[config.mk]
export PLATFORM = sky130hd
export DESIGN_NAME = bkc_breakpoint_ctrl
export DESIGN_NICKNAME = d
export VERILOG_FILES = /design/src/pkg/bkc_pkg.sv /design/src/logic/bkc_breakpoint_ctrl.sv
export SDC_FILE = /design/constraint.sdc
export NUM_CORES = 1
export LEC_CHECK = 0
export BUFFER_PORTS_ARGS = -buffer_cell sky130_fd_sc_hd__buf_2
export CAP_MARGIN = 5
export CORE_MARGIN = 8
export CORE_UTILIZATION = 40
export DETAILED_ROUTE_END_ITERATION = 16
export HOLD_SLACK_MARGIN = 0.1
export PLACE_DENSITY = 0.73
export REMOVE_ABC_BUFFERS = 1
export SETUP_SLACK_MARGIN = 0.05
export SLEW_MARGIN = 25
export SYNTH_ARGS = -nofsm -noshare
export SYNTH_HDL_FRONTEND = slang
export SYNTH_SLANG_ARGS = --single-unit
[constraint.sdc]
create_clock -name pclk -period 1.6 [get_ports pclk]
set_input_delay 0.08 -clock pclk [delete_from_list [all_inputs] [get_ports pclk]]
set_output_delay 0.08 -clock pclk [all_outputs]
set_load 0.01 [all_outputs]
[src/pkg/bkc_pkg.sv]
/*
  Shared constants for the breakpoint control block: register indices,
  field positions, reset values and the break sequencing states.
  Assumes byte addresses on the register bus are four times an index.
*/
package bkc_pkg;

  // Register bus geometry
  localparam int BKC_ADDR_W = 10;
  localparam int BKC_DATA_W = 32;

  // Register indices (byte address is four times the index)
  localparam logic [7:0] BKC_CTRL_TWO_IDX = 8'h28;
  localparam logic [7:0] BKC_CTRL_THREE_IDX = 8'h29;
  localparam logic [7:0] BKC_TRACE_CTRL_IDX = 8'h2A;
  localparam logic [7:0] BKC_IRQ_STATUS_IDX = 8'h2B;
  localparam logic [7:0] BKC_IRQ_MASK_IDX = 8'h2C;

  // Control two fields
  localparam int BKC_PAIR_EN_BIT = 7;
  localparam int BKC_ADDR_DATA_BIT = 6;
  localparam int BKC_BGND_SEL_BIT = 5;
  localparam int BKC_PAIR_TAG_BIT = 4;
  localparam int BKC_C_EN_BIT = 3;
  localparam int BKC_C_TAG_BIT = 2;
  localparam int BKC_C_RWEN_BIT = 1;
  localparam int BKC_C_RWVAL_BIT = 0;

  // Control three fields
  localparam int BKC_A_MASK_HI_BIT = 7;
  localparam int BKC_A_MASK_LO_BIT = 6;
  localparam int BKC_B_MASK_HI_BIT = 5;
  localparam int BKC_B_MASK_LO_BIT = 4;
  localparam int BKC_A_RWEN_BIT = 3;
  localparam int BKC_A_RWVAL_BIT = 2;
  localparam int BKC_B_RWEN_BIT = 1;
  localparam int BKC_B_RWVAL_BIT = 0;

  // Trace control fields
  localparam int BKC_TRACE_EN_BIT = 0;
  localparam int BKC_SINGLE_LOOP_CAPTURE_BIT = 1;
  localparam int BKC_ARM_BIT = 2;

  // Interrupt status fields
  localparam int BKC_IRQ_BREAK_BIT = 0;
  localparam int BKC_IRQ_CANCEL_BIT = 1;
  localparam int BKC_IRQ_W = 2;

  // Reset values
  localparam logic [7:0] BKC_CTRL_TWO_RST = 8'h00;
  localparam logic [7:0] BKC_CTRL_THREE_RST = 8'h00;
  localparam logic [1:0] BKC_TRACE_CTRL_RST = 2'h0;
  localparam logic [1:0] BKC_IRQ_RST = 2'h0;

  // Bus answer latency in cycles after the access phase begins
  localparam int BKC_BUS_WAIT_CYCLES = 1;

  // Break sequencing states
  typedef enum logic [1:0] {
    BKC_IDLE,
    BKC_TAG_WAIT,
    BKC_REQUEST
  } bkc_state_t;

endpackage

[src/logic/bkc_breakpoint_ctrl.sv]
/*
  Breakpoint control registers of an on-chip debug module with an APB
  slave, break sequencing towards the CPU core and an interrupt output.
  Assumes the comparator datapaths, the core's tag reporting and
  break_taken all run on pclk; comparator matches are single-cycle
  level inputs valid in the cycle they are asserted.
*/
// How it works
// - Pair enable turns A/B on, blocks trace enable
// - Mode bit picks dual-address or address-plus-data
// - Destination bit picks soft interrupt or background
// - Pair tag bit picks forced or tagged break
// - Tagged break dropped when opcode not executed
// - Third enable; cleared when armed in single_loop_capture
// - Third tag bit picks forced or tagged break
// - Third direction qualify enable joins the match
// - Third direction value: 0 write, 1 read
// - Pair bits ignored while pair break off, except mode for trace B masks
// - Third breakpoint works unless trace single_loop_capture capture
// - Trace mode forces comparator A masks zero
// - Trace mode B masks only in address-data
// - Control two at index 0x28, resets zero
// - Control three at index 0x29, fields, resets zero
// - A mask high-only case compares all lines
// - Comparator A direction qualify enable
`timescale 1ns/10ps
module bkc_breakpoint_ctrl (
  // Clock, reset and clock enable
  input wire logic pclk,
  input wire logic presetn,
  input wire logic clk_en,
  // APB slave
  input wire logic psel,
  input wire logic penable,
  input wire logic pwrite,
  input wire logic [bkc_pkg::BKC_ADDR_W-1:0] paddr,
  input wire logic [bkc_pkg::BKC_DATA_W-1:0] pwdata,
  output logic [bkc_pkg::BKC_DATA_W-1:0] prdata,
  output logic pready,
  output logic pslverr,
  // Comparator match results and bus direction
  input wire logic comp_a_match,
  input wire logic comp_b_match,
  input wire logic comp_c_match,
  input wire logic bus_read,
  // Core tag reporting and break acknowledge
  input wire logic tag_execute,
  input wire logic tag_discard,
  input wire logic break_taken,
  // Break request to the core
  output logic break_req,
  output logic background_entry_select,
  output logic tag_pair,
  output logic tag_third,
  // Effective comparator settings to the match datapath
  output logic addr_data_mode,
  output logic [1:0] comp_a_mask_eff,
  output logic [1:0] comp_b_mask_eff,
  output logic trace_enable,
  // Interrupt
  output logic irq
);
  import bkc_pkg::*;

  // Byte address of a register index
  function automatic logic [BKC_ADDR_W-1:0] addr_of(input logic [7:0] idx);
    addr_of = {idx, 2'b00};
  endfunction

  // Direction qualifier: pass when disabled or direction agrees
  function automatic logic rw_ok(input logic en, input logic val, input logic rd);
    rw_ok = !en || (val == rd);
  endfunction

  logic [7:0] ctrl_two_reg, ctrl_two_next;
  logic [7:0] ctrl_three_reg, ctrl_three_next;
  logic [1:0] trace_ctrl_reg, trace_ctrl_next;
  logic [BKC_IRQ_W-1:0] irq_status_reg, irq_status_next;
  logic [BKC_IRQ_W-1:0] irq_mask_reg, irq_mask_next;
  logic [BKC_DATA_W-1:0] prdata_reg, prdata_next;
  logic pready_reg, pready_next;
  logic pslverr_reg, pslverr_next;
  bkc_state_t state_reg, state_next;
  logic break_req_reg, break_req_next;
  logic bgnd_reg, bgnd_next;
  logic [1:0] amask_reg, amask_next;
  logic [1:0] bmask_reg, bmask_next;
  logic adm_reg, adm_next;
  logic tag_pair_reg, tag_pair_next;
  logic tag_third_reg, tag_third_next;
  logic irq_reg, irq_next;

  logic wr_en, rd_en, hit_two, hit_three, hit_trace, hit_stat, hit_mask, mapped;
  logic trace_on, single_loop_capture_on, arm_single_loop_capture;
  logic pair_on, a_q, b_q, c_q, pair_hit, third_hit, third_active;
  logic force_hit, tag_hit, ev_break, ev_cancel;

  // Bus decode; answer comes in the second access cycle
  assign wr_en = psel && penable && pwrite && !pready_reg;
  assign rd_en = psel && penable && !pwrite && !pready_reg;
  assign hit_two = (paddr == addr_of(BKC_CTRL_TWO_IDX));
  assign hit_three = (paddr == addr_of(BKC_CTRL_THREE_IDX));
  assign hit_trace = (paddr == addr_of(BKC_TRACE_CTRL_IDX));
  assign hit_stat = (paddr == addr_of(BKC_IRQ_STATUS_IDX));
  assign hit_mask = (paddr == addr_of(BKC_IRQ_MASK_IDX));
  assign mapped = hit_two || hit_three || hit_trace || hit_stat || hit_mask;

  // Mode view of the stored controls
  assign trace_on = trace_ctrl_reg[BKC_TRACE_EN_BIT];
  assign single_loop_capture_on = trace_ctrl_reg[BKC_SINGLE_LOOP_CAPTURE_BIT];
  assign pair_on = ctrl_two_reg[BKC_PAIR_EN_BIT];
  assign arm_single_loop_capture = wr_en && hit_trace && pwdata[BKC_ARM_BIT] && pwdata[BKC_SINGLE_LOOP_CAPTURE_BIT];

  // Direction qualified comparator results
  assign a_q = comp_a_match && rw_ok(ctrl_three_reg[BKC_A_RWEN_BIT],
    ctrl_three_reg[BKC_A_RWVAL_BIT], bus_read);
  assign b_q = comp_b_match && rw_ok(ctrl_three_reg[BKC_B_RWEN_BIT],
    ctrl_three_reg[BKC_B_RWVAL_BIT], bus_read);
  assign c_q = comp_c_match && rw_ok(ctrl_two_reg[BKC_C_RWEN_BIT],
    ctrl_two_reg[BKC_C_RWVAL_BIT], bus_read);

  // Pair hit: both in address-data mode, either in dual mode
  assign pair_hit = pair_on && (ctrl_two_reg[BKC_ADDR_DATA_BIT] ?
    (a_q && b_q) : (a_q || b_q));
  // Third comparator, idle during trace single_loop_capture capture
  assign third_active = ctrl_two_reg[BKC_C_EN_BIT] && !(trace_on && single_loop_capture_on);
  assign third_hit = third_active && c_q;

  // Split hits by timing
  assign force_hit = (pair_hit && !ctrl_two_reg[BKC_PAIR_TAG_BIT]) ||
    (third_hit && !ctrl_two_reg[BKC_C_TAG_BIT]);
  assign tag_hit = (pair_hit && ctrl_two_reg[BKC_PAIR_TAG_BIT]) ||
    (third_hit && ctrl_two_reg[BKC_C_TAG_BIT]);

  // Register file next values
  always_comb begin
    ctrl_two_next = ctrl_two_reg;
    ctrl_three_next = ctrl_three_reg;
    trace_ctrl_next = trace_ctrl_reg;
    irq_mask_next = irq_mask_reg;
    if (wr_en && hit_two) begin
      ctrl_two_next = pwdata[7:0];
    end
    if (wr_en && hit_three) begin
      ctrl_three_next = pwdata[7:0];
    end
    if (wr_en && hit_trace) begin
      trace_ctrl_next[BKC_SINGLE_LOOP_CAPTURE_BIT] = pwdata[BKC_SINGLE_LOOP_CAPTURE_BIT];
      trace_ctrl_next[BKC_TRACE_EN_BIT] = pwdata[BKC_TRACE_EN_BIT] && !pair_on;
    end
    if (wr_en && hit_mask) begin
      irq_mask_next = pwdata[BKC_IRQ_W-1:0];
    end
    if (arm_single_loop_capture) begin
      ctrl_two_next[BKC_C_EN_BIT] = 1'b0;
    end
    if (trace_ctrl_next[BKC_TRACE_EN_BIT]) begin
      ctrl_three_next[BKC_A_MASK_HI_BIT] = 1'b0;
      ctrl_three_next[BKC_A_MASK_LO_BIT] = 1'b0;
    end
  end

  // Register file storage
  always_ff @(posedge pclk or negedge presetn) begin
    if (!presetn) begin
      ctrl_two_reg <= BKC_CTRL_TWO_RST;
      ctrl_three_reg <= BKC_CTRL_THREE_RST;
      trace_ctrl_reg <= BKC_TRACE_CTRL_RST;
      irq_mask_reg <= BKC_IRQ_RST;
    end else if (clk_en) begin
      ctrl_two_reg <= ctrl_two_next;
      ctrl_three_reg <= ctrl_three_next;
      trace_ctrl_reg <= trace_ctrl_next;
      irq_mask_reg <= irq_mask_next;
    end
  end

  // Bus answer: ready, read data and error for unmapped addresses
  always_comb begin
    pready_next = psel && penable && !pready_reg;
    pslverr_next = psel && penable && !pready_reg && !mapped;
    prdata_next = '0;
    if (rd_en) begin
      if (hit_two) begin
        prdata_next[7:0] = ctrl_two_reg;
      end else if (hit_three) begin
        prdata_next[7:0] = ctrl_three_reg;
      end else if (hit_trace) begin
        prdata_next[1:0] = trace_ctrl_reg;
      end else if (hit_stat) begin
        prdata_next[BKC_IRQ_W-1:0] = irq_status_reg;
      end else if (hit_mask) begin
        prdata_next[BKC_IRQ_W-1:0] = irq_mask_reg;
      end
    end
  end

  // Bus answer storage
  always_ff @(posedge pclk or negedge presetn) begin
    if (!presetn) begin
      pready_reg <= 1'b0;
      pslverr_reg <= 1'b0;
      prdata_reg <= '0;
    end else if (clk_en) begin
      pready_reg <= pready_next;
      pslverr_reg <= pslverr_next;
      prdata_reg <= prdata_next;
    end
  end

  // Break sequencing: forced hits request at once, tags wait for execution
  always_comb begin
    state_next = state_reg;
    bgnd_next = bgnd_reg;
    ev_break = 1'b0;
    ev_cancel = 1'b0;
    case (state_reg)
      BKC_IDLE: begin
        if (force_hit) begin
          state_next = BKC_REQUEST;
          bgnd_next = ctrl_two_reg[BKC_BGND_SEL_BIT];
          ev_break = 1'b1;
        end else if (tag_hit) begin
          state_next = BKC_TAG_WAIT;
        end
      end
      BKC_TAG_WAIT: begin
        if (tag_discard) begin
          state_next = BKC_IDLE;
          ev_cancel = 1'b1;
        end else if (tag_execute) begin
          state_next = BKC_REQUEST;
          bgnd_next = ctrl_two_reg[BKC_BGND_SEL_BIT];
          ev_break = 1'b1;
        end
      end
      BKC_REQUEST: begin
        if (break_taken) begin
          state_next = BKC_IDLE;
        end
      end
      default: begin
        state_next = BKC_IDLE;
      end
    endcase
    // Request output kept in its own flop
    break_req_next = (state_next == BKC_REQUEST);
  end

  // Break sequencing storage
  always_ff @(posedge pclk or negedge presetn) begin
    if (!presetn) begin
      state_reg <= BKC_IDLE;
      bgnd_reg <= 1'b0;
      break_req_reg <= 1'b0;
    end else if (clk_en) begin
      state_reg <= state_next;
      bgnd_reg <= bgnd_next;
      break_req_reg <= break_req_next;
    end
  end

  // Effective comparator settings; tags flag a tagged comparator to the core
  always_comb begin
    adm_next = pair_on && ctrl_two_reg[BKC_ADDR_DATA_BIT];
    tag_pair_next = pair_on && ctrl_two_reg[BKC_PAIR_TAG_BIT];
    tag_third_next = third_active && ctrl_two_reg[BKC_C_TAG_BIT];
    amask_next = {ctrl_three_reg[BKC_A_MASK_HI_BIT], ctrl_three_reg[BKC_A_MASK_LO_BIT]};
    bmask_next = {ctrl_three_reg[BKC_B_MASK_HI_BIT], ctrl_three_reg[BKC_B_MASK_LO_BIT]};
    if (trace_on || (amask_next == 2'b10)) begin
      amask_next = 2'b00;
    end
    if (bmask_next == 2'b10) begin
      bmask_next = 2'b00;
    end
    if (trace_on && !ctrl_two_reg[BKC_ADDR_DATA_BIT]) begin
      bmask_next = 2'b00;
    end
  end

  // Effective settings storage
  always_ff @(posedge pclk or negedge presetn) begin
    if (!presetn) begin
      adm_reg <= 1'b0;
      tag_pair_reg <= 1'b0;
      tag_third_reg <= 1'b0;
      amask_reg <= 2'b00;
      bmask_reg <= 2'b00;
    end else if (clk_en) begin
      adm_reg <= adm_next;
      tag_pair_reg <= tag_pair_next;
      tag_third_reg <= tag_third_next;
      amask_reg <= amask_next;
      bmask_reg <= bmask_next;
    end
  end

  // Sticky status, write one to clear, a new event wins over the clear
  always_comb begin
    irq_status_next = irq_status_reg;
    if (wr_en && hit_stat) begin
      irq_status_next = irq_status_reg & ~pwdata[BKC_IRQ_W-1:0];
    end
    if (ev_break) begin
      irq_status_next[BKC_IRQ_BREAK_BIT] = 1'b1;
    end
    if (ev_cancel) begin
      irq_status_next[BKC_IRQ_CANCEL_BIT] = 1'b1;
    end
    irq_next = |(irq_status_next & irq_mask_next);
  end

  // Interrupt storage
  always_ff @(posedge pclk or negedge presetn) begin
    if (!presetn) begin
      irq_status_reg <= BKC_IRQ_RST;
      irq_reg <= 1'b0;
    end else if (clk_en) begin
      irq_status_reg <= irq_status_next;
      irq_reg <= irq_next;
    end
  end

  // Outputs straight from flip-flops
  assign prdata = prdata_reg;
  assign pready = pready_reg;
  assign pslverr = pslverr_reg;
  assign break_req = break_req_reg;
  assign background_entry_select = bgnd_reg;
  assign tag_pair = tag_pair_reg;
  assign tag_third = tag_third_reg;
  assign addr_data_mode = adm_reg;
  assign comp_a_mask_eff = amask_reg;
  assign comp_b_mask_eff = bmask_reg;
  assign trace_enable = trace_ctrl_reg[BKC_TRACE_EN_BIT];
  assign irq = irq_reg;

  // Checks
  property p_trace_blocked;
    @(posedge pclk) disable iff (!presetn)
    (clk_en && pair_on) |=> !($rose(trace_ctrl_reg[BKC_TRACE_EN_BIT]));
  endproperty
  a_trace_blocked: assert property (p_trace_blocked)
    else $error("trace enable set while pair break on");

  property p_force_break;
    @(posedge pclk) disable iff (!presetn)
    (clk_en && state_reg == BKC_IDLE && force_hit) |=> break_req;
  endproperty
  a_force_break: assert property (p_force_break)
    else $error("forced hit did not raise break request");

  property p_dest_latched;
    @(posedge pclk) disable iff (!presetn)
    (clk_en && state_reg == BKC_IDLE && force_hit)
      |=> (bgnd_reg == $past(ctrl_two_reg[BKC_BGND_SEL_BIT]));
  endproperty
  a_dest_latched: assert property (p_dest_latched)
    else $error("break destination not taken from control");

  property p_discard_no_break;
    @(posedge pclk) disable iff (!presetn)
    (clk_en && state_reg == BKC_TAG_WAIT && tag_discard) |=> !break_req;
  endproperty
  a_discard_no_break: assert property (p_discard_no_break)
    else $error("tagged break fired for discarded opcode");

  property p_single_loop_capture_clears;
    @(posedge pclk) disable iff (!presetn)
    (clk_en && arm_single_loop_capture) |=> !ctrl_two_reg[BKC_C_EN_BIT];
  endproperty
  a_single_loop_capture_clears: assert property (p_single_loop_capture_clears)
    else $error("third enable kept after single_loop_capture arm");

  property p_amask_trace;
    @(posedge pclk) disable iff (!presetn)
    (clk_en && trace_on) |=> (comp_a_mask_eff == 2'b00);
  endproperty
  a_amask_trace: assert property (p_amask_trace)
    else $error("comparator A mask live in trace mode");

  property p_pair_off;
    @(posedge pclk) disable iff (!presetn)
    (clk_en && !pair_on) |=> (!addr_data_mode && !tag_pair);
  endproperty
  a_pair_off: assert property (p_pair_off)
    else $error("pair settings active while pair break off");

  property p_ack_ends;
    @(posedge pclk) disable iff (!presetn)
    (clk_en && break_req && break_taken) |=> !break_req;
  endproperty
  a_ack_ends: assert property (p_ack_ends)
    else $error("break request held after core took it");

  property p_readback;
    @(posedge pclk) disable iff (!presetn)
    (clk_en && wr_en && hit_three && !trace_on && !arm_single_loop_capture
      && !ctrl_two_reg[BKC_PAIR_EN_BIT])
      |=> (ctrl_three_reg == ($past(pwdata[7:0]) & ~(trace_on ? 8'hC0 : 8'h00)));
  endproperty
  a_readback: assert property (p_readback)
    else $error("control three did not store written value");

  property p_third_rw;
    @(posedge pclk) disable iff (!presetn)
    (clk_en && state_reg == BKC_IDLE && ctrl_two_reg[BKC_C_RWEN_BIT] && !pair_on
      && ctrl_two_reg[BKC_C_RWVAL_BIT] != bus_read) |=> !break_req;
  endproperty
  a_third_rw: assert property (p_third_rw)
    else $error("third comparator matched wrong direction");

  property p_a_mask_hi_only;
    @(posedge pclk) disable iff (!presetn)
    (clk_en && ctrl_three_reg[7:6] == 2'b10) |=> (comp_a_mask_eff == 2'b00);
  endproperty
  a_a_mask_hi_only: assert property (p_a_mask_hi_only)
    else $error("A high-only mask not forced to full compare");

endmodule

== After elaboration in Yosys (flattened, before gate mapping) ==
Index checks and enable logic that the tools add are counted.
Word-level totals
  register bits after elaboration: 44
  output and inout bits: 45
Cells by class
  bitwise operators: 3
  eq/ne operators: 16
  muxes and demuxes: 36
  reductions and logical operators: 64
Operators with widths (number)
  10-bit by 8-bit equality test with 1-bit output (second input constant): 5
  1-bit logical AND: 31
  2-bit two-way mux: 15
  8-bit two-way mux: 3
  1-bit two-way mux: 13
  1-bit logical NOT: 11
  1-bit logical OR: 11
  2-bit AND reduction: 5
  2-bit equality test (second input constant): 4
  6-bit two-way mux: 1
  2-bit != test (second input constant): 3
  2-bit one-hot mux with 3 select lines: 1
  2-bit nonzero test: 3
  5-bit AND reduction: 1
  2-bit bitwise AND: 2
  4-bit two-way mux: 1
  1-bit one-hot mux with 2 select lines: 2
  1-bit equality test: 3
  2-bit by 1-bit equality test with 1-bit output (second input constant): 1
  2-bit logical NOT: 1
  2-bit NOT: 1
  2-bit OR reduction: 1

== Longest topological paths before layout ==
Gate-level depths: netlist of the first run.
  depth in word-level cells: 13
  gate-level depth with buffers: 7
  gate-level depth less buffers: 5

== Least setup slack after synthesis of the first run ==
No wires, ideal clock.
  kind: register to register
  start point: register ctrl_three_reg[2]
  end point: register bgnd_reg, in the netlist background_entry_select
  setup time: 0.125 ns
  cell stages (with the launch flop): 6
  slack: -0.152 ns
  path buffers: 0
  data required time: 1.475 ns
  data arrival time: 1.627 ns
  cell sequence: dfrtp_1 > xor2_1 > a221o_1 > a31oi_1 > o211a_1 > mux2_2
On the way
  longest elaborated chain between the ends: 10
  elaborated cells between the ends (all ways): 11
  those cells by class: eq/ne (2); mux (1); reduce/logical (8)
Ends and longest elaborated chain
  start, declared: line bkc_breakpoint_ctrl.sv:76  | logic [7:0] ctrl_three_reg, ctrl_three_next;
  start signal, assigned: line bkc_breakpoint_ctrl.sv:172  | ctrl_three_reg <= ctrl_three_next;
  1-bit equality test (*): line bkc_breakpoint_ctrl.sv:72  | rw_ok = !en || (val == rd);
  1-bit logical OR (*): line bkc_breakpoint_ctrl.sv:72
  1-bit logical AND (*): line bkc_breakpoint_ctrl.sv:115  | assign a_q = comp_a_match && rw_ok(ctrl_three_reg[BKC_A_RWEN_BIT],
  1-bit logical OR or 1-bit logical AND (tied branches): line bkc_breakpoint_ctrl.sv:124  | (a_q && b_q) : (a_q || b_q));
  1-bit two-way mux (*): line bkc_breakpoint_ctrl.sv:123  | assign pair_hit = pair_on && (ctrl_two_reg[BKC_ADDR_DATA_BIT] ?
  1-bit logical AND (*): line bkc_breakpoint_ctrl.sv:123
  1-bit logical AND (*): line bkc_breakpoint_ctrl.sv:130  | assign force_hit = (pair_hit && !ctrl_two_reg[BKC_PAIR_TAG_BIT]) ||
  1-bit logical OR (*): line bkc_breakpoint_ctrl.sv:130
  2-bit != test (no source line) (*)
  5-bit AND reduction (no source line) (*)
  end signal, assigned: line bkc_breakpoint_ctrl.sv:258  | bgnd_reg <= bgnd_next;
  end, declared: line bkc_breakpoint_ctrl.sv:85  | logic bgnd_reg, bgnd_next;
Mark *: on every way between the ends. The rest lies on a longest branch, timed or not.
A chain may end at the register's enable or synchronous reset.

== Worst setup path after layout of the first run ==
  start point: register ctrl_two_reg[0]
  end point: register irq_status_reg[0]
On the way
  longest elaborated chain between the ends: 9
Ends and longest elaborated chain
  start, declared: line bkc_breakpoint_ctrl.sv:75  | logic [7:0] ctrl_two_reg, ctrl_two_next;
  start signal, assigned: line bkc_breakpoint_ctrl.sv:171  | ctrl_two_reg <= ctrl_two_next;
  1-bit equality test: line bkc_breakpoint_ctrl.sv:72
  1-bit logical OR: line bkc_breakpoint_ctrl.sv:72
  1-bit logical AND: line bkc_breakpoint_ctrl.sv:119  | assign c_q = comp_c_match && rw_ok(ctrl_two_reg[BKC_C_RWEN_BIT],
  1-bit logical AND: line bkc_breakpoint_ctrl.sv:127  | assign third_hit = third_active && c_q;
  1-bit logical AND: line bkc_breakpoint_ctrl.sv:131  | (third_hit && !ctrl_two_reg[BKC_C_TAG_BIT]);
  1-bit logical OR: line bkc_breakpoint_ctrl.sv:130
  1-bit two-way mux: line bkc_breakpoint_ctrl.sv:219  | if (force_hit) begin
  1-bit one-hot mux with 2 select lines: line bkc_breakpoint_ctrl.sv:217  | case (state_reg)
  1-bit two-way mux: line bkc_breakpoint_ctrl.sv:304  | if (ev_break) begin
  end signal, assigned: line bkc_breakpoint_ctrl.sv:319  | irq_status_reg <= irq_status_next;
  end, declared: line bkc_breakpoint_ctrl.sv:78  | logic [BKC_IRQ_W-1:0] irq_status_reg, irq_status_next;
Every way passes these cells.

==> summary.md, run 1 <==
| Metric | Value |
|---|---|
| Status | `finished with violations` |
| Failing checks | `setup timing` |
| HP Class | `in2reg` |
| Worst EP arrival | `1.94 ns` |
| Largest net degree at the start of global routing | `45` |
| Power Total | `between 2 and 2.5 mW` |
| Gpl congestion | `approximately 0.88` |
| CTS clk-pin slew, worst paths | `approximately 0.09 ns` |
| Die ar. | `9030 µm²` |
| Total grt overflow | `0` |
| R2R depth | `6` |
| Relative slew slack | `between 60% and 70%` |
| Hold Vio Cnt, Final | `0` |
| H-tree depth | `2` |
| Fin nets | `400` |
| CTS Buffer Depth | `2` |
| Worst Slack Setup Final | `-0.150 ns` |
| Buffers on Ports | `51` |
| WL/cell | `16.7 µm` |
| Vias | `2199` |
| Worst endpoint required time | `about 1.8 ns` |
| Synth area leaders | `dfrtp_1, buf_4, mux2_2, nand2_1, o21ai_0` |
| Hold path cells | `4` |
| Reg2Reg Setup Slack | `-0.15 ns` |
| Clock power share | `about a third` |
| Die Span Y | `95.0 µm` |
| Final setup TNS | `-0.489 ns` |
| Reg power frac | `~54%` |
| Synth unique cells | `53` |
| Die width | `95.0 µm` |
| Post-synth EDFFs | `0` |
| DRC | `0` |
| CTS tree | `built` |
| Synth Register Bits | `44` |
| Initial drt markers | `approximately 110` |
| Max Freq | `approximately 570 MHz` |
| Io pins | `100` |
| Worst setup EP type | `flip-flop` |
| Share of layout cells above drive strength 1 | `just over 40%` |
| Layout Utilization | `55.6%` |
| Total GRT Usage | `~16%` |
| First-pass GRT wire length | `around 11 mm` |
| # clock sinks | `44` |
| Initial Utilization | `41.7%` |
| Fin. max-slew vios | `0` |
| Number of max-cap violations | `0` |
| Primary FF master, synth | `dfrtp_1` |
| Hold Crit Start | `pwrite` |
| Worst r2r src | `ctrl_two_reg[0]` |
| RSZ-0062 raised after global routing | `yes` |
| Worst vdd ir | `0.307 mV` |
| CTS Buf Count | `5` |
| Initial antenna violation count | `0` |
| Comb pwr share | `12.9%` |
| Final WL | `7.03 mm` |
| NetSw | `between 0.5 and 0.6 mW` |
| Worst Skew | `around 0.0084 ns` |
| Leak | `approximately 1.6 nW` |
| Reg2reg end | `irq_status_reg[0]` |
| WS Path Type | `reg2reg` |
| DP Wirelength | `just under 5 mm` |
| # diodes | `0` |
| Post-DRT Antenna Nets | `0` |
| Sw Ratio | `a little over a quarter` |
| Period utilisation layout | `109%` |
| Minimum clock period | `between 1.5 and 2 ns` |
| Ys async rst share | `100%` |
| Placement Rows | `28` |
| Crit path max fanout | `2` |
| Cell taking the most area after synthesis | `dfrtp_1` |
| Pre-antenna DRT Iters | `4` |
| CTS Root Cell | `clkbuf_8` |
| PwrDens | `approximately 630 nW/µm²` |
| CP startpoint kind | `flip-flop` |
| Synth warnings | `0` |
| Sequential area share after synthesis | `roughly 44%` |
| Synth top cells by count | `dfrtp_1, nand2_1, buf_4` |
| Core Region | `roughly 6000 µm²` |
| Cell area after synthesis | `between 2000 and 2500 µm²` |
| Pint | `about 1.5 mW` |
| Vias in the first global route | `around 2400` |
| Worst skew pair latency | `roughly 0.30 ns` |
| Share of the synthesized area in the top cell type | `~44%` |
| Most common cell in the netlist | `dfrtp_1` |
| Mapped Cells | `about 250` |
| Drt via density | `~5.2` |
| Slew @ Worst Pin | `just under 0.6 ns` |
| Syn_area_per_cell | `just under 10 µm²` |
| Hold Path Sink | `prdata[1]` |
| Final setup viols | `12` |
| Synth-to-Final Area Change | `33.5%` |
==> per-stage QoR <==
step / hold slack (ns) / worst slack [ns] / std cells / area [µm²]
final: 0.125 / -0.150 / 420 / 3330
after global routing: 0.157 / -0.234 / 420 / 3330
after CTS: 0.114 / -0.117 / 416 / 3200
after detailed placement: 0.210 / -0.192 / 396 / 2930
after global placement: 0.194 / -0.161 / 396 / 2930
after floorplan: -0.216 / -0.205 / 241 / 2350
==> worst max-delay path, cell delays in order, from the launching register on <==
cell,delay [ns]
dfrtp_1,0.40
xnor2_1,0.13
o211ai_1,0.30
o21bai_1,0.15
o211a_1,0.25
buf_4,0.15
a211o_1,0.26
==> logic make-up after synthesis <==
| family | synth area share, % |
|---|---|
| AND/OR/NAND/NOR | 18.8 |
| AO/OA/AOI/OAI | 16.1 |
| flip-flops | 44.1 |
| buffers and inverters | 10.9 |
| multiplexers | 8.87 |
| XOR/XNOR | 1.05 |
| other | 0.150 |
==> worst max-delay path by stage <==
stage                       from                 endpoint  slack [ns]  cells after the start
2_1_floorplan           paddr[9]          ctrl_two_reg[0]       -0.21                      4
3_3_place_gp   ctrl_three_reg[2]  background_entry_select       -0.16                      5
3_5_place_dp            paddr[9]                      irq       -0.19                      6
4_1_cts        ctrl_three_reg[2]  background_entry_select       -0.12                      5
5_1_grt          ctrl_two_reg[0]        irq_status_reg[0]       -0.23                      6
6_report         ctrl_two_reg[0]        irq_status_reg[0]       -0.15                      6
==> cell type report <==
cell class | count | area, µm²
flip-flops and latches | 44 | 1100
clock inverters | 2 | 12.5
fillers | 537 | 2660
well taps | 75 | 93.8
clock buffers | 5 | 68.8
repair buffers | 97 | 652
inverters | 11 | 41.3
multi-input cells | 186 | 1360
==> power groups by stage <==
stage	logic (mW)	registers (mW)	clock network, mW
floorplan	0.0821	1.15	0
global route	0.293	1.13	0.765
global placement	0.221	1.15	0
finish	0.270	1.13	0.697
CTS	0.253	1.13	0.707
detailed placement	0.224	1.15	0
==> cells in the final DEF, fill, tap and decap left out, types with 2 or more instances in the layout <==
master	instances
mux2i_1	6
a21oi_1	3
conb_1	24
o2bb2ai_1	9
nor2_2	2
o21ai_0	13
a32o_1	3
a31oi_1	2
o31ai_1	2
o21ai_2	2
mux2_4	10
and3_4	2
or3_4	2
nor2b_1	6
o211ai_1	2
nand2_2	8
mux2_2	4
xor2_1	2
buf_2	51
inv_1	10
a21o_1	4
a211oi_2	3
nand3b_1	2
nand2_1	20
nand4_1	4
o21ai_1	5
buf_4	31
nand4b_1	2
nand2b_1	3
buf_6	3
dfrtp_1	44
nor3_1	4
nand3_2	3
clkbuf_8	5
dlygate4sd3_1	11
nor2_1	8
nand3_1	5
==> routing by layer <==
metal / wire, µm / part of all wire, % / global-route usage (%) / vias to the layer above
li1: - / - / - / 1035
met2: 3490 / 50 / 26.9 / 79
met1: 2980 / 42 / 19.3 / 1079
met4: 62 / 0.88 / 5.46 / 0
met3: 501 / 7.1 / 3.93 / 6
met5: 0 / 0 / 0 / -
==> repair_timing <==
action                                  4_1_cts  5_1_grt
hold endpoints to repair                     60        0
pin swaps                                    19       25
endpoints found under the setup margin       28       32
hold buffers                                 11        0
gates resized for setup                      20       27
setup buffers                                 2        4
(Power assumes the default switching activity.)
==> run 2: changes to the inputs <==
--- a/config.mk
+++ b/config.mk
@@ -11,7 +11,7 @@
 export CORE_UTILIZATION = 40
 export DETAILED_ROUTE_END_ITERATION = 16
 export HOLD_SLACK_MARGIN = 0.1
-export PLACE_DENSITY = 0.73
+export PLACE_DENSITY = 0.7
 export REMOVE_ABC_BUFFERS = 1
 export SETUP_SLACK_MARGIN = 0.05
 export SLEW_MARGIN = 25
==> constraint.sdc (replaced) <==
create_clock -name pclk -period 2.19 [get_ports pclk]
set_input_delay 0.1095 -clock pclk [delete_from_list [all_inputs] [get_ports pclk]]
set_output_delay 0.1095 -clock pclk [all_outputs]
set_load 0.01 [all_outputs]
==> run 2 against run 1 <==
The flow now finishes without violations. Die area unchanged. Via count is 7.7% lower. Clock-buffer cell count up 3. Combinational power decreased by 37%. Cell area fell by 12%. Routed wire length fell by 7.5%. Critical path type unchanged.
==> summary.md, run 2 (synthesis results as in run 1) <==
| Metric | Value |
|---|---|
| Status | `finished clean` |
| Hold Vio Cnt, Final | `0` |
| CTS tree | `built` |
| CP startpoint kind | `flip-flop` |
| NetSw | `between 0.3 and 0.4 mW` |
| Number of max-cap violations | `0` |
| Leading cell type in the layout, fill and taps excluded | `buf_2` |
| Leak | `roughly 1.4 nW` |
| Worst Skew | `roughly 0.0096 ns` |
| Placement Rows | `28` |
| Share of layout cells above drive strength 1 | `between 20% and 30%` |
| Fin. max-slew vios | `0` |
| Initial Utilization | `41.7%` |
| Reg area | `roughly 1100 µm²` |
| Die ar. | `9030 µm²` |
| Worst endpoint required time | `between 2 and 2.5 ns` |
| Commonest non-fill, non-tap cells in the layout | `buf_2, dfrtp_1, nand2_1, conb_1, o21ai_0` |
| PwrDens | `around 520 nW/µm²` |
| Synth-to-Final Area Change | `17.6%` |
| CTS clk-pin slew, worst paths | `0.08 ns` |
| Worst vdd ir | `~0.41 mV` |
| WS Path Type | `reg2reg` |
| DP Wirelength | `about 5 mm` |
| CTS Buffer Depth | `2` |
| Minimum clock period | `~1.9 ns` |
| Setup bufs post-CTS | `0` |
| Worst setup EP type | `flip-flop` |
| Vias in the first global route | `around 2100` |
| Critical Path Max Stage Delay | `between 0.4 and 0.5 ns` |
| Sw Ratio | `~25%` |
| DRC | `0` |
| WL/cell | `between 15 and 20 µm` |
| Pre-antenna DRT Iters | `6` |
| Core Region | `between 5000 and 6000 µm²` |
| RSZ-0062 raised after global routing | `no` |
| # clock sinks | `44` |
| Placed Instance Area | `between 2000 and 3000 µm²` |
| Gpl congestion | `0.799` |
| Final WL | `around 6.5 mm` |
| Max Freq | `518 MHz` |
| Total GRT Usage | `14.7%` |
| HP Class | `in2reg` |
| # diodes | `0` |
| Critical-path cell list | `xor2_1 > a221o_1 > a31oi_1 > o211a_1 > mux2_2` |
| Drt via density | `roughly 5.2` |
| First-pass GRT wire length | `between 10 and 15 mm` |
| Largest net degree at the start of global routing | `28` |
| Filler instances | `between 500 and 600` |
| Fin nets | `370` |
| Die Span Y | `roughly 95 µm` |
| Combined area of the multi-input logic cells | `1210 µm²` |
| Initial drt markers | `around 100` |
| WP buf/inv | `0` |
| Initial antenna violation count | `0` |
| Reg power frac | `between 50 and 60%` |
| Worst skew pair latency | `about 0.3 ns` |
| Pint | `1.14 mW` |
| Vias | `between 2000 and 2500` |
| Total grt overflow | `0` |
| CTS Root Cell | `clkbuf_8` |
| Comb pwr share | `between 10% and 20%` |
| Period utilisation layout | `around 90%` |
| Crit-path slowest cell | `dfrtp_1` |
| Post-route cell area | `2940 µm²` |
| CTS Buf Count | `5` |
| Clock power share | `between 30% and 40%` |
| Die width | `roughly 95 µm` |
| Io pins | `100` |
| Final setup viols | `0` |
| Crit path max-delay family | `compound AO/OA/AOI/OAI gates` |
| Worst EP arrival | `around 2.1 ns` |
| Crit path max fanout | `3` |
| Buffers on Ports | `between 50 and 60` |
| Final setup TNS | `0 ns` |
| H-tree depth | `2` |
| Post-DRT Antenna Nets | `0` |
## run 2: changes by cell type in the layout (fill, tap and decap cells not counted), moves of 3 or more
cell	change
o21ai_1	-4
nand3_2	-3
mux2_2	+9
nand2_1	+8
o21ai_0	+6
nand3_1	+4
nand2_2	-8
mux2_4	-9
buf_6	-3
buf_4	-25
## run 2: layout make-up
class                           instances  share of cell area, %
Clock buffer                            8                   3.07
Inverter                               11                   1.41
Multi-Input combinational cell        186                   41.2
Sequential cell                        44                   37.5
Tap cell                               75                   3.20
Timing Repair Buffer                   67                   13.6
## run 2: worst reg2reg max path: cells and delay by family, from the launching register on
family         cells  cell delay (ns)
flip-flops         1             0.42
AO/OA/AOI/OAI      3             0.88
XOR/XNOR           1             0.19
multiplexers       1             0.35
## run 2: worst paths after layout
| path | startpoint | slack, ns | cells past startpoint | end |
|---|---|---|---|---|
| max | ctrl_three_reg[2] | 0.26 | 5 | background_entry_select |
| min | pwdata[1] | 0.15 | 3 | ctrl_three_reg[1] |
| max reg2reg | ctrl_three_reg[2] | 0.26 | 5 | background_entry_select |
| min reg2reg | prdata[5] | 0.49 | 1 | prdata[5] |
| max in group asynchronous | presetn | 1.20 | 3 | ctrl_two_reg[5] |
| min in group asynchronous | presetn | 0.28 | 2 | pready |
## run 2: routing by layer
| layer | vias to the layer above | wire length, µm | global-route usage, % |
|---|---|---|---|
| met4 | 0 | 82 | 4.03 |
| met2 | 75 | 2970 | 24.2 |
| li1 | 978 | - | - |
| met5 | - | 0 | 0 |
| met1 | 968 | 2900 | 18.1 |
| met3 | 9 | 545 | 4.64 |
## run 2: through the flow
stage / util, % / power [mW] / hold slack (ns) / cells / setup WS [ns]
global route: 49.0 / 1.59 / 0.159 / 391 / 0.139
finish: 49.0 / 1.52 / 0.151 / 391 / 0.258
CTS: 48.9 / 1.53 / 0.103 / 390 / 0.256
floorplan: - / 0.903 / -0.186 / 241 / 0.355
global placement: 45.8 / 0.992 / 0.0640 / 373 / 0.319
detailed placement: 45.8 / 0.997 / 0.0733 / 373 / 0.269
## run 2: power groups by stage
stage | sequential (mW) | combinational (mW) | clock, mW
6_report | 0.825 | 0.170 | 0.523
5_1_grt | 0.826 | 0.187 | 0.574
4_1_cts | 0.825 | 0.168 | 0.540
3_5_place_dp | 0.841 | 0.155 | 0
3_3_place_gp | 0.841 | 0.151 | 0
2_1_floorplan | 0.843 | 0.0599 | 0
## run 2: timing repair
action | in CTS | in global routing
resized for setup | 0 | 0
endpoints found under the hold margin | 30 | 1
hold buffers | 9 | 1
